===== src/rtl/sfdp_pkg.sv =====
// Constants shared by the discovery parameter table and its byte store.
package sfdp_pkg;

	// ------------------------------------------------------------
	// Register port layout
	// ------------------------------------------------------------
	localparam int BUS_AW = 4;
	localparam int BUS_DW = 16;
	localparam int PTR_W = 8;
	localparam logic [BUS_AW-1:0] REG_PTR = 4'h0;
	localparam logic [BUS_AW-1:0] REG_DATA = 4'h1;
	localparam logic [BUS_AW-1:0] REG_DISC_ADDR = 4'h2;
	localparam logic [BUS_AW-1:0] REG_VARIANT = 4'h3;
	localparam logic [PTR_W-1:0] PTR_RST = 8'h00;
	localparam logic [BUS_DW-1:0] RDATA_RST = 16'h0000;
	localparam int VAR_DDR_BIT = 0;
	localparam int VAR_DENSITY_BIT = 1;

	// ------------------------------------------------------------
	// Parameter-relative byte offsets
	// ------------------------------------------------------------
	localparam logic [PTR_W-1:0] OFS_ID = 8'h00;
	localparam logic [PTR_W-1:0] OFS_LEN = 8'h01;
	localparam logic [PTR_W-1:0] OFS_DW1_B0 = 8'h02;
	localparam logic [PTR_W-1:0] OFS_DW1_B1 = 8'h03;
	localparam logic [PTR_W-1:0] OFS_DW1_B2 = 8'h04;
	localparam logic [PTR_W-1:0] OFS_DW1_B3 = 8'h05;
	localparam logic [PTR_W-1:0] OFS_DENS_B0 = 8'h06;
	localparam logic [PTR_W-1:0] OFS_DENS_B1 = 8'h07;
	localparam logic [PTR_W-1:0] OFS_DENS_B2 = 8'h08;
	localparam logic [PTR_W-1:0] OFS_DENS_B3 = 8'h09;
	localparam logic [PTR_W-1:0] OFS_QIO_WAIT = 8'h0a;
	localparam logic [PTR_W-1:0] OFS_QIO_OP = 8'h0b;
	localparam logic [PTR_W-1:0] OFS_QOUT_WAIT = 8'h0c;
	localparam logic [PTR_W-1:0] OFS_QOUT_OP = 8'h0d;
	localparam logic [PTR_W-1:0] OFS_DOUT_WAIT = 8'h0e;
	localparam logic [PTR_W-1:0] OFS_DOUT_OP = 8'h0f;
	localparam logic [PTR_W-1:0] OFS_DIO_WAIT = 8'h10;
	localparam logic [PTR_W-1:0] OFS_DIO_OP = 8'h11;

	// Discovery-space address of the first basic-parameter byte.
	localparam logic [15:0] DISC_BASE = 16'h1090;

	// ------------------------------------------------------------
	// Field values of the first dword
	// ------------------------------------------------------------
	localparam logic [2:0] DW1_UNUSED_HI = 3'b111;
	localparam logic [1:0] DW1_WRSR_MODE = 2'b00;
	localparam logic DW1_BIG_BUFFER = 1'b1;
	localparam logic [1:0] DW1_NO_4K_ERASE = 2'b11;
	localparam logic DW1_B2_UNUSED = 1'b1;
	localparam logic DW1_QUAD_OUT = 1'b0;
	localparam logic DW1_QUAD_IO = 1'b1;
	localparam logic DW1_DUAL_IO = 1'b1;
	localparam logic [1:0] DW1_ADDR_BYTES = 2'b01;
	localparam logic DW1_DUAL_OUT = 1'b0;

	// ------------------------------------------------------------
	// Table byte values
	// ------------------------------------------------------------
	localparam logic [7:0] BYTE_ID = 8'ha5;
	localparam logic [7:0] BYTE_LEN = 8'hb0;
	localparam logic [7:0] BYTE_FF = 8'hff;
	localparam logic [7:0] BYTE_DENS_TOP_128 = 8'h07;
	localparam logic [7:0] BYTE_DENS_TOP_256 = 8'h0f;
	localparam logic [2:0] QIO_MODE_CYC = 3'b010;
	localparam logic [4:0] QIO_DUMMY_CYC = 5'b01000;
	localparam logic [7:0] QIO_OPCODE = 8'heb;
	localparam logic [2:0] NONE_MODE_CYC = 3'b111;
	localparam logic [4:0] NONE_DUMMY_CYC = 5'b11111;
	localparam logic [2:0] DIO_MODE_CYC = 3'b100;
	localparam logic [4:0] DIO_DUMMY_CYC = 5'b01000;
	localparam logic [7:0] DIO_OPCODE = 8'hbb;

endpackage


===== src/rtl/sfdp_basic_param_table.sv =====
// Discovery parameter table: pointer, streaming byte reads and status over a plain register port.
`timescale 1ns/1ps
`default_nettype none

// How it works
// Byte 00h returns A5h, the identifier of this embedded parameter block.
// Length byte reads B0h, 176 following bytes, for both densities.
// First basic-parameter byte sits at discovery address 1090h and reads E7h.
// First byte: top bits ones, status write mode 00b, big buffer, no 4 KB erase.
// Byte 01h reads FFh: no uniform 4 KB erase opcode.
// Byte 02h reads B2h on single rate: quad I/O, dual I/O, 3/4 byte addresses.
// Bit 19 reports double data rate: clear single rate, set double rate.
// Bytes 04h-07h hold density minus one; top byte 07h or 0Fh.
// Byte 08h reads 48h: quad I/O mode and dummy cycle counts.
// Byte 09h holds EBh, the quad I/O read opcode.
// Bytes 0Ah and 0Bh read FFh: quad-output read unsupported.
// Bytes 0Ch and 0Dh read FFh: dual-output read unsupported.
// Byte 0Eh reads 88h: dual I/O mode and dummy cycle counts.
// Byte 0Fh holds BBh, the dual I/O read opcode.
// Byte 03h of the first dword is unused and reads FFh.
// Host sets a start address, then each byte read advances it by one.
module sfdp_basic_param_table #(
	parameter bit IS_DDR = 1'b0,
	parameter bit IS_256M = 1'b0
) (
	input wire logic core_clk,
	input wire logic sys_rst,
	input wire logic [sfdp_pkg::BUS_AW-1:0] bus_addr,
	input wire logic [sfdp_pkg::BUS_DW-1:0] bus_wdata,
	input wire logic bus_wr,
	input wire logic bus_rd,
	output var logic [sfdp_pkg::BUS_DW-1:0] bus_rdata
);
	import sfdp_pkg::*;

	// ------------------------------------------------------------
	// Decode and pointer
	// ------------------------------------------------------------
	logic [PTR_W-1:0] ptr;
	logic [PTR_W-1:0] next_ptr;
	logic [7:0] rom_q;
	logic [15:0] disc_addr;
	logic ptr_load;
	logic data_pop;

	// A write to the pointer sets the start address; a data read consumes one byte.
	assign ptr_load = bus_wr && (bus_addr == REG_PTR);
	assign data_pop = bus_rd && (bus_addr == REG_DATA);

	// The pointer wraps at its width; the host ends a burst simply by stopping.
	always_comb begin
		if (ptr_load) begin
			next_ptr = bus_wdata[PTR_W-1:0];
		end else if (data_pop) begin
			next_ptr = PTR_W'(ptr + 8'h01);
		end else begin
			next_ptr = ptr;
		end
	end

	// Pointer register.
	always_ff @(posedge core_clk) begin
		if (sys_rst) begin
			ptr <= PTR_RST;
		end else begin
			ptr <= next_ptr;
		end
	end

	// Discovery-space address of the byte under the pointer.
	assign disc_addr = 16'(DISC_BASE + {8'h00, ptr} - {8'h00, OFS_DW1_B0});

	// ------------------------------------------------------------
	// Byte store
	// ------------------------------------------------------------

	// The store is addressed by the next pointer so that its registered output always
	// matches the current pointer, even right after a load or a pop.
	sfdp_param_rom #(
		.IS_DDR(IS_DDR),
		.IS_256M(IS_256M)
	) u_rom (
		.core_clk(core_clk),
		.sys_rst(sys_rst),
		.rom_addr(next_ptr),
		.rom_q(rom_q)
	);

	// ------------------------------------------------------------
	// Read data
	// ------------------------------------------------------------

	// Read data stand only in the cycle after the strobe; unmapped register indexes read zero.
	always_ff @(posedge core_clk) begin
		if (sys_rst) begin
			bus_rdata <= RDATA_RST;
		end else if (bus_rd) begin
			case (bus_addr)
				REG_PTR: bus_rdata <= {8'h00, ptr};
				REG_DATA: bus_rdata <= {8'h00, rom_q};
				REG_DISC_ADDR: bus_rdata <= disc_addr;
				REG_VARIANT: bus_rdata <= 16'({IS_256M, IS_DDR});
				default: bus_rdata <= RDATA_RST;
			endcase
		end else begin
			bus_rdata <= RDATA_RST;
		end
	end
endmodule

`default_nettype wire


===== src/rtl/sfdp_param_rom.sv =====
// Constant byte store of the discovery parameter, read through a register.
`timescale 1ns/1ps
`default_nettype none

module sfdp_param_rom #(
	parameter bit IS_DDR = 1'b0,
	parameter bit IS_256M = 1'b0
) (
	input wire logic core_clk,
	input wire logic sys_rst,
	input wire logic [sfdp_pkg::PTR_W-1:0] rom_addr,
	output var logic [7:0] rom_q
);
	import sfdp_pkg::*;

	// ------------------------------------------------------------
	// Byte lookup
	// ------------------------------------------------------------

	// Every byte is a constant; offsets past the table read as all ones.
	always_ff @(posedge core_clk) begin
		if (sys_rst) begin
			rom_q <= BYTE_ID;
		end else begin
			case (rom_addr)
				OFS_ID: rom_q <= BYTE_ID;
				OFS_LEN: rom_q <= BYTE_LEN;
				OFS_DW1_B0: rom_q <= {DW1_UNUSED_HI, DW1_WRSR_MODE, DW1_BIG_BUFFER, DW1_NO_4K_ERASE};
				OFS_DW1_B1: rom_q <= BYTE_FF;
				OFS_DW1_B2: rom_q <= {DW1_B2_UNUSED, DW1_QUAD_OUT, DW1_QUAD_IO, DW1_DUAL_IO,
					IS_DDR, DW1_ADDR_BYTES, DW1_DUAL_OUT};
				OFS_DW1_B3: rom_q <= BYTE_FF;
				OFS_DENS_B3: rom_q <= IS_256M ? BYTE_DENS_TOP_256 : BYTE_DENS_TOP_128;
				OFS_QIO_WAIT: rom_q <= {QIO_MODE_CYC, QIO_DUMMY_CYC};
				OFS_QIO_OP: rom_q <= QIO_OPCODE;
				OFS_QOUT_WAIT: rom_q <= {NONE_MODE_CYC, NONE_DUMMY_CYC};
				OFS_DOUT_WAIT: rom_q <= {NONE_MODE_CYC, NONE_DUMMY_CYC};
				OFS_DIO_WAIT: rom_q <= {DIO_MODE_CYC, DIO_DUMMY_CYC};
				OFS_DIO_OP: rom_q <= DIO_OPCODE;
				default: rom_q <= BYTE_FF;
			endcase
		end
	end

endmodule

`default_nettype wire


===== config.mk =====
export PLATFORM = sky130hd
export DESIGN_NAME = sfdp_basic_param_table
export DESIGN_NICKNAME = d
export VERILOG_FILES = /design/src/rtl/sfdp_pkg.sv /design/src/rtl/sfdp_basic_param_table.sv /design/src/rtl/sfdp_param_rom.sv
export SDC_FILE = /design/constraint.sdc
export NUM_CORES = 1
export LEC_CHECK = 0
export ABC_AREA = 1
export ABC_CLOCK_PERIOD_IN_PS = 2600
export BUFFER_PORTS_ARGS = -buffer_cell sky130_fd_sc_hd__buf_4
export CORE_MARGIN = 2
export CORE_UTILIZATION = 57
export CTS_CLUSTER_SIZE = 30
export DETAILED_ROUTE_END_ITERATION = 10
export GPL_ROUTABILITY_DRIVEN = 0
export PLACE_DENSITY = 0.81
export SYNTH_ARGS = -nofsm -noshare
export SYNTH_HDL_FRONTEND = slang
export SYNTH_HIERARCHICAL = 1
export SYNTH_SLANG_ARGS = --single-unit

===== constraint.sdc =====
create_clock -name core_clk -period 2.6 [get_ports core_clk]
set_input_delay 0.13 -clock core_clk [delete_from_list [all_inputs] [get_ports core_clk]]
set_output_delay 0.13 -clock core_clk [all_outputs]
set_load 0.02 [all_outputs]

# Word-level counts from Yosys, hierarchy flattened
# Memory sizes are Yosys's and may differ from the RTL's.
# Index checks and enable logic that the tools add are counted.
word_totals:
  memories: 1
  reg_bits: 32
  word_cells: 22
  mem_bits_ro: 256
op_classes:
  n_addsub: 3
  bitwise: 2
  n_mux: 4
  reduce_logical: 6
  n_eq_ne: 2
memory_table:
  columns: ["name", "depth", "word_bits", "rd", "rd_clocked_by_memory_dff", "wr", "line_no", "text"]
  rows:
  - ["(name not given)", 32, 8, 1, 0, 0, "sfdp_param_rom.sv:25", "case (rom_addr)"]
ops:
  columns: ["cell", "n"]
  rows:
  - ["$pmux 16 s3", 1]
  - ["$mux 8", 2]
  - ["$sub 14x2->15 const B", 1]
  - ["$add 13x8->14 const A", 1]
  - ["$add 8x1->8 const B", 1]
  - ["$mux 7", 1]
  - ["$eq 4x1->1 const B", 1]
  - ["$eq 4x2->1 const B", 1]
  - ["$logic_not 4->1", 1]
  - ["$reduce_or 2->1", 2]
  - ["$logic_not 3->1", 1]
  - ["$logic_and 1x1->1", 2]
  - ["$not 1->1", 2]

# Longest topological paths before layout
depth:
  ltp_word: 7
  mapped_depth: 15
  ltp_nobuf: 14

# Modules after synthesis
# The synthesis kept the hierarchy.
modules_own_cells:
  columns: ["mod", "seq_area_each_um2", "area_each_um2", "cells_per_inst", "n_inst"]
  rows:
  - ["sfdp_basic_param_table", 360.3, 1207.4, 175, 1]
  - ["sfdp_param_rom", 160.2, 459.2, 65, 1]

# Least setup slack after synthesis
# No wires, ideal clock.
synth_timing:
  kind: "reg2reg"
  startpoint: "register ptr[1]"
  endpoint: "register u_rom.rom_q[2]"
  setup_slack_ps: 878
  arrival_ps: 1600
  required_ps: 2477
  synth_period_minus_slack_ps: 1722
  path_buffers: 0
  stages_incl_launch_ff: 11
  setup_time_ps: 123
  path_cell_list: "dfxtp_1 -> ha_1 -> o211ai_1 -> nand2_1 -> inv_2 -> ha_1 -> nand2_1 -> nand2_1 -> nor2_1 -> o21ai_1 -> nand3_1"
synth_between:
  word_cells_on_any_way: 7
synth_rtl:
  columns: ["item", "line_no", "text"]
  rows:
  - ["start, declared", "sfdp_basic_param_table.sv:39", "logic [PTR_W-1:0] ptr;"]
  - ["start signal, assigned", "sfdp_basic_param_table.sv:66", "ptr <= next_ptr;"]
  - ["$add 8x1->8", "sfdp_basic_param_table.sv:55", "next_ptr = PTR_W'(ptr + 8'h01);"]
  - ["$mux 8 (*)", "sfdp_basic_param_table.sv:54", "end else if (data_pop) begin"]
  - ["$mux 8 (*)", "sfdp_basic_param_table.sv:52", "if (ptr_load) begin"]
  - ["named net next_ptr[1]", "sfdp_basic_param_table.sv:40", "logic [PTR_W-1:0] next_ptr;"]
  - ["$mem_v2 32x8 (*)", null, null]
  - ["end signal, assigned", "sfdp_param_rom.sv:28", "OFS_DW1_B0: rom_q <= {DW1_UNUSED_HI, DW1_WRSR_MODE, DW1_BIG_BUFFER, DW1_NO_4K_ERASE};"]
  - ["end signal, assigned", "sfdp_param_rom.sv:30", "OFS_DW1_B2: rom_q <= {DW1_B2_UNUSED, DW1_QUAD_OUT, DW1_QUAD_IO, DW1_DUAL_IO,"]
  - ["end signal, assigned", "sfdp_param_rom.sv:33", "OFS_DENS_B3: rom_q <= IS_256M ? BYTE_DENS_TOP_256 : BYTE_DENS_TOP_128;"]
  - ["end, declared", "sfdp_param_rom.sv:12", "output var logic [7:0] rom_q"]
# Mark *: on every way through the listed nets, which the timed path passes. The rest lies on a longest branch.
# A chain may end at the register's enable or synchronous reset.

# Worst setup path after layout
layout_timing:
  startpoint: "register ptr[0]"
  endpoint: "register u_rom.rom_q[2]"
layout_between:
  word_cells_on_any_way: 7
layout_rtl:
  columns: ["item", "line_no"]
  rows:
  - ["$add 8x1->8", "sfdp_basic_param_table.sv:55"]
  - ["$mux 8", "sfdp_basic_param_table.sv:54"]
  - ["$mux 8", "sfdp_basic_param_table.sv:52"]
  - ["named net next_ptr[1]", "sfdp_basic_param_table.sv:40"]
  - ["$mem_v2 32x8", null]
# The timed path passes the listed nets, and every way through them passes these cells.

==> insert_results.sql <==
INSERT INTO impl_metrics (metric_group, metric, value, unit) VALUES
('yosys', 'synth-seq-cells', '26', ''),
('setup_path', 'worstPathRequired', '2.81', 'ns'),
('placed_design', 'dp_cells', '293', ''),
('routing', 'detail_route.wl_per_cell', '11.4', 'um'),
('yosys', 'yosysMostFrequentCell', 'sky130_fd_sc_hd__nand2_1', ''),
('sta', 'fin_skew', '0.00708', 'ns'),
('setup_path', 'critical_path_arrival', '2.23', 'ns'),
('flow_run', 'max_cap_viol_count', '0', ''),
('clocking', 'cts.sinks', '26', ''),
('clocking', 'clk_pin_slew_worst_paths', '0.13', 'ns'),
('setup_path', 'crit_fanout', '5', ''),
('routing', 'first_pass_iters', '4', ''),
('layout', 'filler_cell_count', '264', ''),
('sta', 'final.setup.tns', '0', 'ns'),
('sta', 'timing.final.hold_violations', '0', ''),
('clocking', 'quantity_of_gates_resized_following_cts', '0', ''),
('routing', 'detail_route.vias_per_cell', '5.04', ''),
('power', 'vdd_drop_max', '284', 'uV'),
('routing', 'drtIter0Drc', '39', ''),
('setup_path', 'setup.worst_path.end_class', 'register', ''),
('layout', 'nets', '299', ''),
('hold_path', 'hold_wc_path_type', 'input port to register', ''),
('sta', 'finalHoldWorstSlack', '0.0454', 'ns'),
('layout', 'insertedDiodeCount', '0', ''),
('clocking', 'clock_buffers_created_by_tritoncts', '3', ''),
('run_status', 'status', 'finished clean', ''),
('setup_path', 'critical_path.startpoint_type', 'register', ''),
('routing', 'drcViolationCount', '0', ''),
('yosys', 'netlist_area', '1670', 'sq um'),
('routing', 'route.final.wire_length', '3380', 'um'),
('layout', 'finalNonFillerCells', '297', ''),
('yosys', 'synthesis.area_per_instance', '6.94', 'sq um'),
('sta', 'report.final.setup_viol', '0', ''),
('placed_design', 'detailedPlace.worstSlack', '0.521', 'ns'),
('grt', 'grt_antenna_before_repair', '0', ''),
('placed_design', 'io_buffer_count', '25', ''),
('die', 'ioPinCount', '40', ''),
('grt', 'number_of_global_route_vias_before_repair', '1292', ''),
('die', 'die_width', '58.1', 'um'),
('routing', 'number_of_vias_in_the_routed_layout', '1497', ''),
('sta', 'post-route-min-period', '2.02', 'ns'),
('die', 'floorplan.initialDensity', '60.4', '%'),
('yosys', 'ys.warnings.count', '6', ''),
('sta', 'timing.final.ws_setup', '0.582', 'ns'),
('yosys', 'area_fraction_of_the_dominant_cell_type_after_synthesis', '31.2', '%'),
('yosys', 'synth-edff-count', '0', ''),
('power', 'power.density_cell_area', '399', 'nW/um^2'),
('setup_path', 'crit_chain', 'ha_1 -> o211ai_1 -> nand2_1 -> inv_2 -> ha_1 -> nand2_1 -> nand2_1 -> nor2_1 -> o21ai_1 -> nand3_1', ''),
('grt', 'grt_overflow_total', '0', ''),
('die', 'num_rows', '19', ''),
('yosys', 'ys_top_cells_by_area', 'sky130_fd_sc_hd__dfxtp_1 31%, sky130_fd_sc_hd__nand2_1 14%, sky130_fd_sc_hd__inv_1 6.5%', ''),
('clocking', 'h_tree_level_count', '1', ''),
('power', 'p_total', '0.000754', 'W'),
('grt', 'groute.usage.overall', '21.1', '%'),
('layout', 'area.sequential', '520', 'sq um'),
('grt', 'grt_pass1_wl', '5620', 'um'),
('sta', 'max_clock_freq', '0.496', 'GHz'),
('yosys', 'yosys.area.top_type', 'sky130_fd_sc_hd__dfxtp_1', ''),
('die', 'coreArea', '2760', 'sq um'),
('yosys', 'yosys_most_used_dff', 'sky130_fd_sc_hd__dfxtp_1', ''),
('setup_path', 'timing_worst_setup_path_type', 'register to register', ''),
('yosys', 'synthCells', '240', ''),
('sta', 'grt_setup_unrepaired', 'false', ''),
('placed_design', 'dp_hpwl', '2590', 'um'),
('layout', 'synthToLayoutAreaGrowth', '13.2', '%'),
('sta', 'min_period_over_period', '77.6', '%'),
('yosys', 'ys_async_sr_fraction', '0', '%'),
('clocking', 'cts_tree', 'yes', ''),
('die', 'die_outline_height', '58.1', 'um'),
('routing', 'antenna_left', '0', ''),
('grt', 'grt_max_degree', '16', '');
-- report_power, final --
part | switching [W] | total (W) | internal (W)
sequential | 0.00000733 | 0.000420 | 0.000412
combinational | 0.0000830 | 0.000131 | 0.0000482
clock | 0.000117 | 0.000203 | 0.0000855
total | 0.000208 | 0.000754 | 0.000546
-- registers in the layout, indices dropped and copies added (netlist names) --
| name | cells |
|---|---|
| bus_rdata | 10 |
| ptr | 8 |
| u_rom/rom_q | 8 |
-- stage by stage --
stage,instance area (sq um),utilization [%]
6_report,1890,68.4
5_1_grt,1890,68.4
4_1_cts,1890,68.4
3_5_place_dp,1850,67.1
3_3_place_gp,1850,67.1
2_1_floorplan,1690,-
-- metal layers --
layer / part of all wire [%] / up-vias / wire, um / track usage [%]
met3: 5.4 / 2 / 181 / 2.68
met5: 0 / - / 0 / 0
li1: - / 806 / - / -
met2: 47 / 49 / 1600 / 36.4
met1: 47 / 640 / 1570 / 27.5
met4: 0.80 / 0 / 27 / 5.98
-- layout by cell type, fill, tap and decap left out, types with 2 or more instances in the layout --
cell type and instances:
sky130_fd_sc_hd__dfxtp_1 26, sky130_fd_sc_hd__o211ai_1 2, sky130_fd_sc_hd__o21ai_2 3, sky130_fd_sc_hd__xor2_1 3
sky130_fd_sc_hd__nand3_2 5, sky130_fd_sc_hd__buf_4 25, sky130_fd_sc_hd__o21ai_0 9, sky130_fd_sc_hd__a21oi_2 3
sky130_fd_sc_hd__ha_1 8, sky130_fd_sc_hd__nand2_2 2, sky130_fd_sc_hd__nand2_1 63, sky130_fd_sc_hd__nor2_1 19
sky130_fd_sc_hd__conb_1 6, sky130_fd_sc_hd__a31oi_1 6, sky130_fd_sc_hd__inv_1 29, sky130_fd_sc_hd__inv_2 5
sky130_fd_sc_hd__nand3_1 19, sky130_fd_sc_hd__a21oi_1 6, sky130_fd_sc_hd__or2_0 3, sky130_fd_sc_hd__nor2_2 5
sky130_fd_sc_hd__o21ai_1 3, sky130_fd_sc_hd__clkbuf_4 3
-- critical path: cells and delay by family, from the launching register on --
kind | cells | cell delay [ns]
compound gates | 2 | 0.37
flops | 1 | 0.44
buf+inv | 1 | 0.14
simple gates | 5 | 0.50
fa+ha+maj | 2 | 0.46
-- logic make-up after synthesis --
family,Yosys count,synth area share [%]
XOR/XNOR,3,1.58
AO/OA/AOI/OAI,36,14.1
other,1,0.225
AND/OR/NAND/NOR,121,34.3
flip-flops,26,31.2
buffers and inverters,45,12.5
adder cells (fa/ha/maj),8,6.01
-- area by class of cell --
cell class	count	share of cell area, %
Timing Repair Buffer	25	9.95
Tap cell	31	2.06
Clock buffer	4	1.92
Sequential cell	26	27.6
Multi-Input combinational cell	174	50.7
Inverter	37	7.82
-- worst paths after layout --
check,start,endpoint,slack (ns),cells after the start
hold reg to reg,u_rom/rom_q[0]$_SDFF_PP1_,bus_rdata[0]$_SDFF_PP0_,0.47,2
hold / removal,bus_wdata[0],ptr[0]$_SDFF_PP0_,0.05,3
setup reg to reg,ptr[0]$_SDFF_PP0_,u_rom/rom_q[2]$_SDFF_PP1_,0.58,10
setup / recovery,ptr[0]$_SDFF_PP0_,u_rom/rom_q[2]$_SDFF_PP1_,0.58,10
Note: power is estimated with default switching activity, not from simulation.
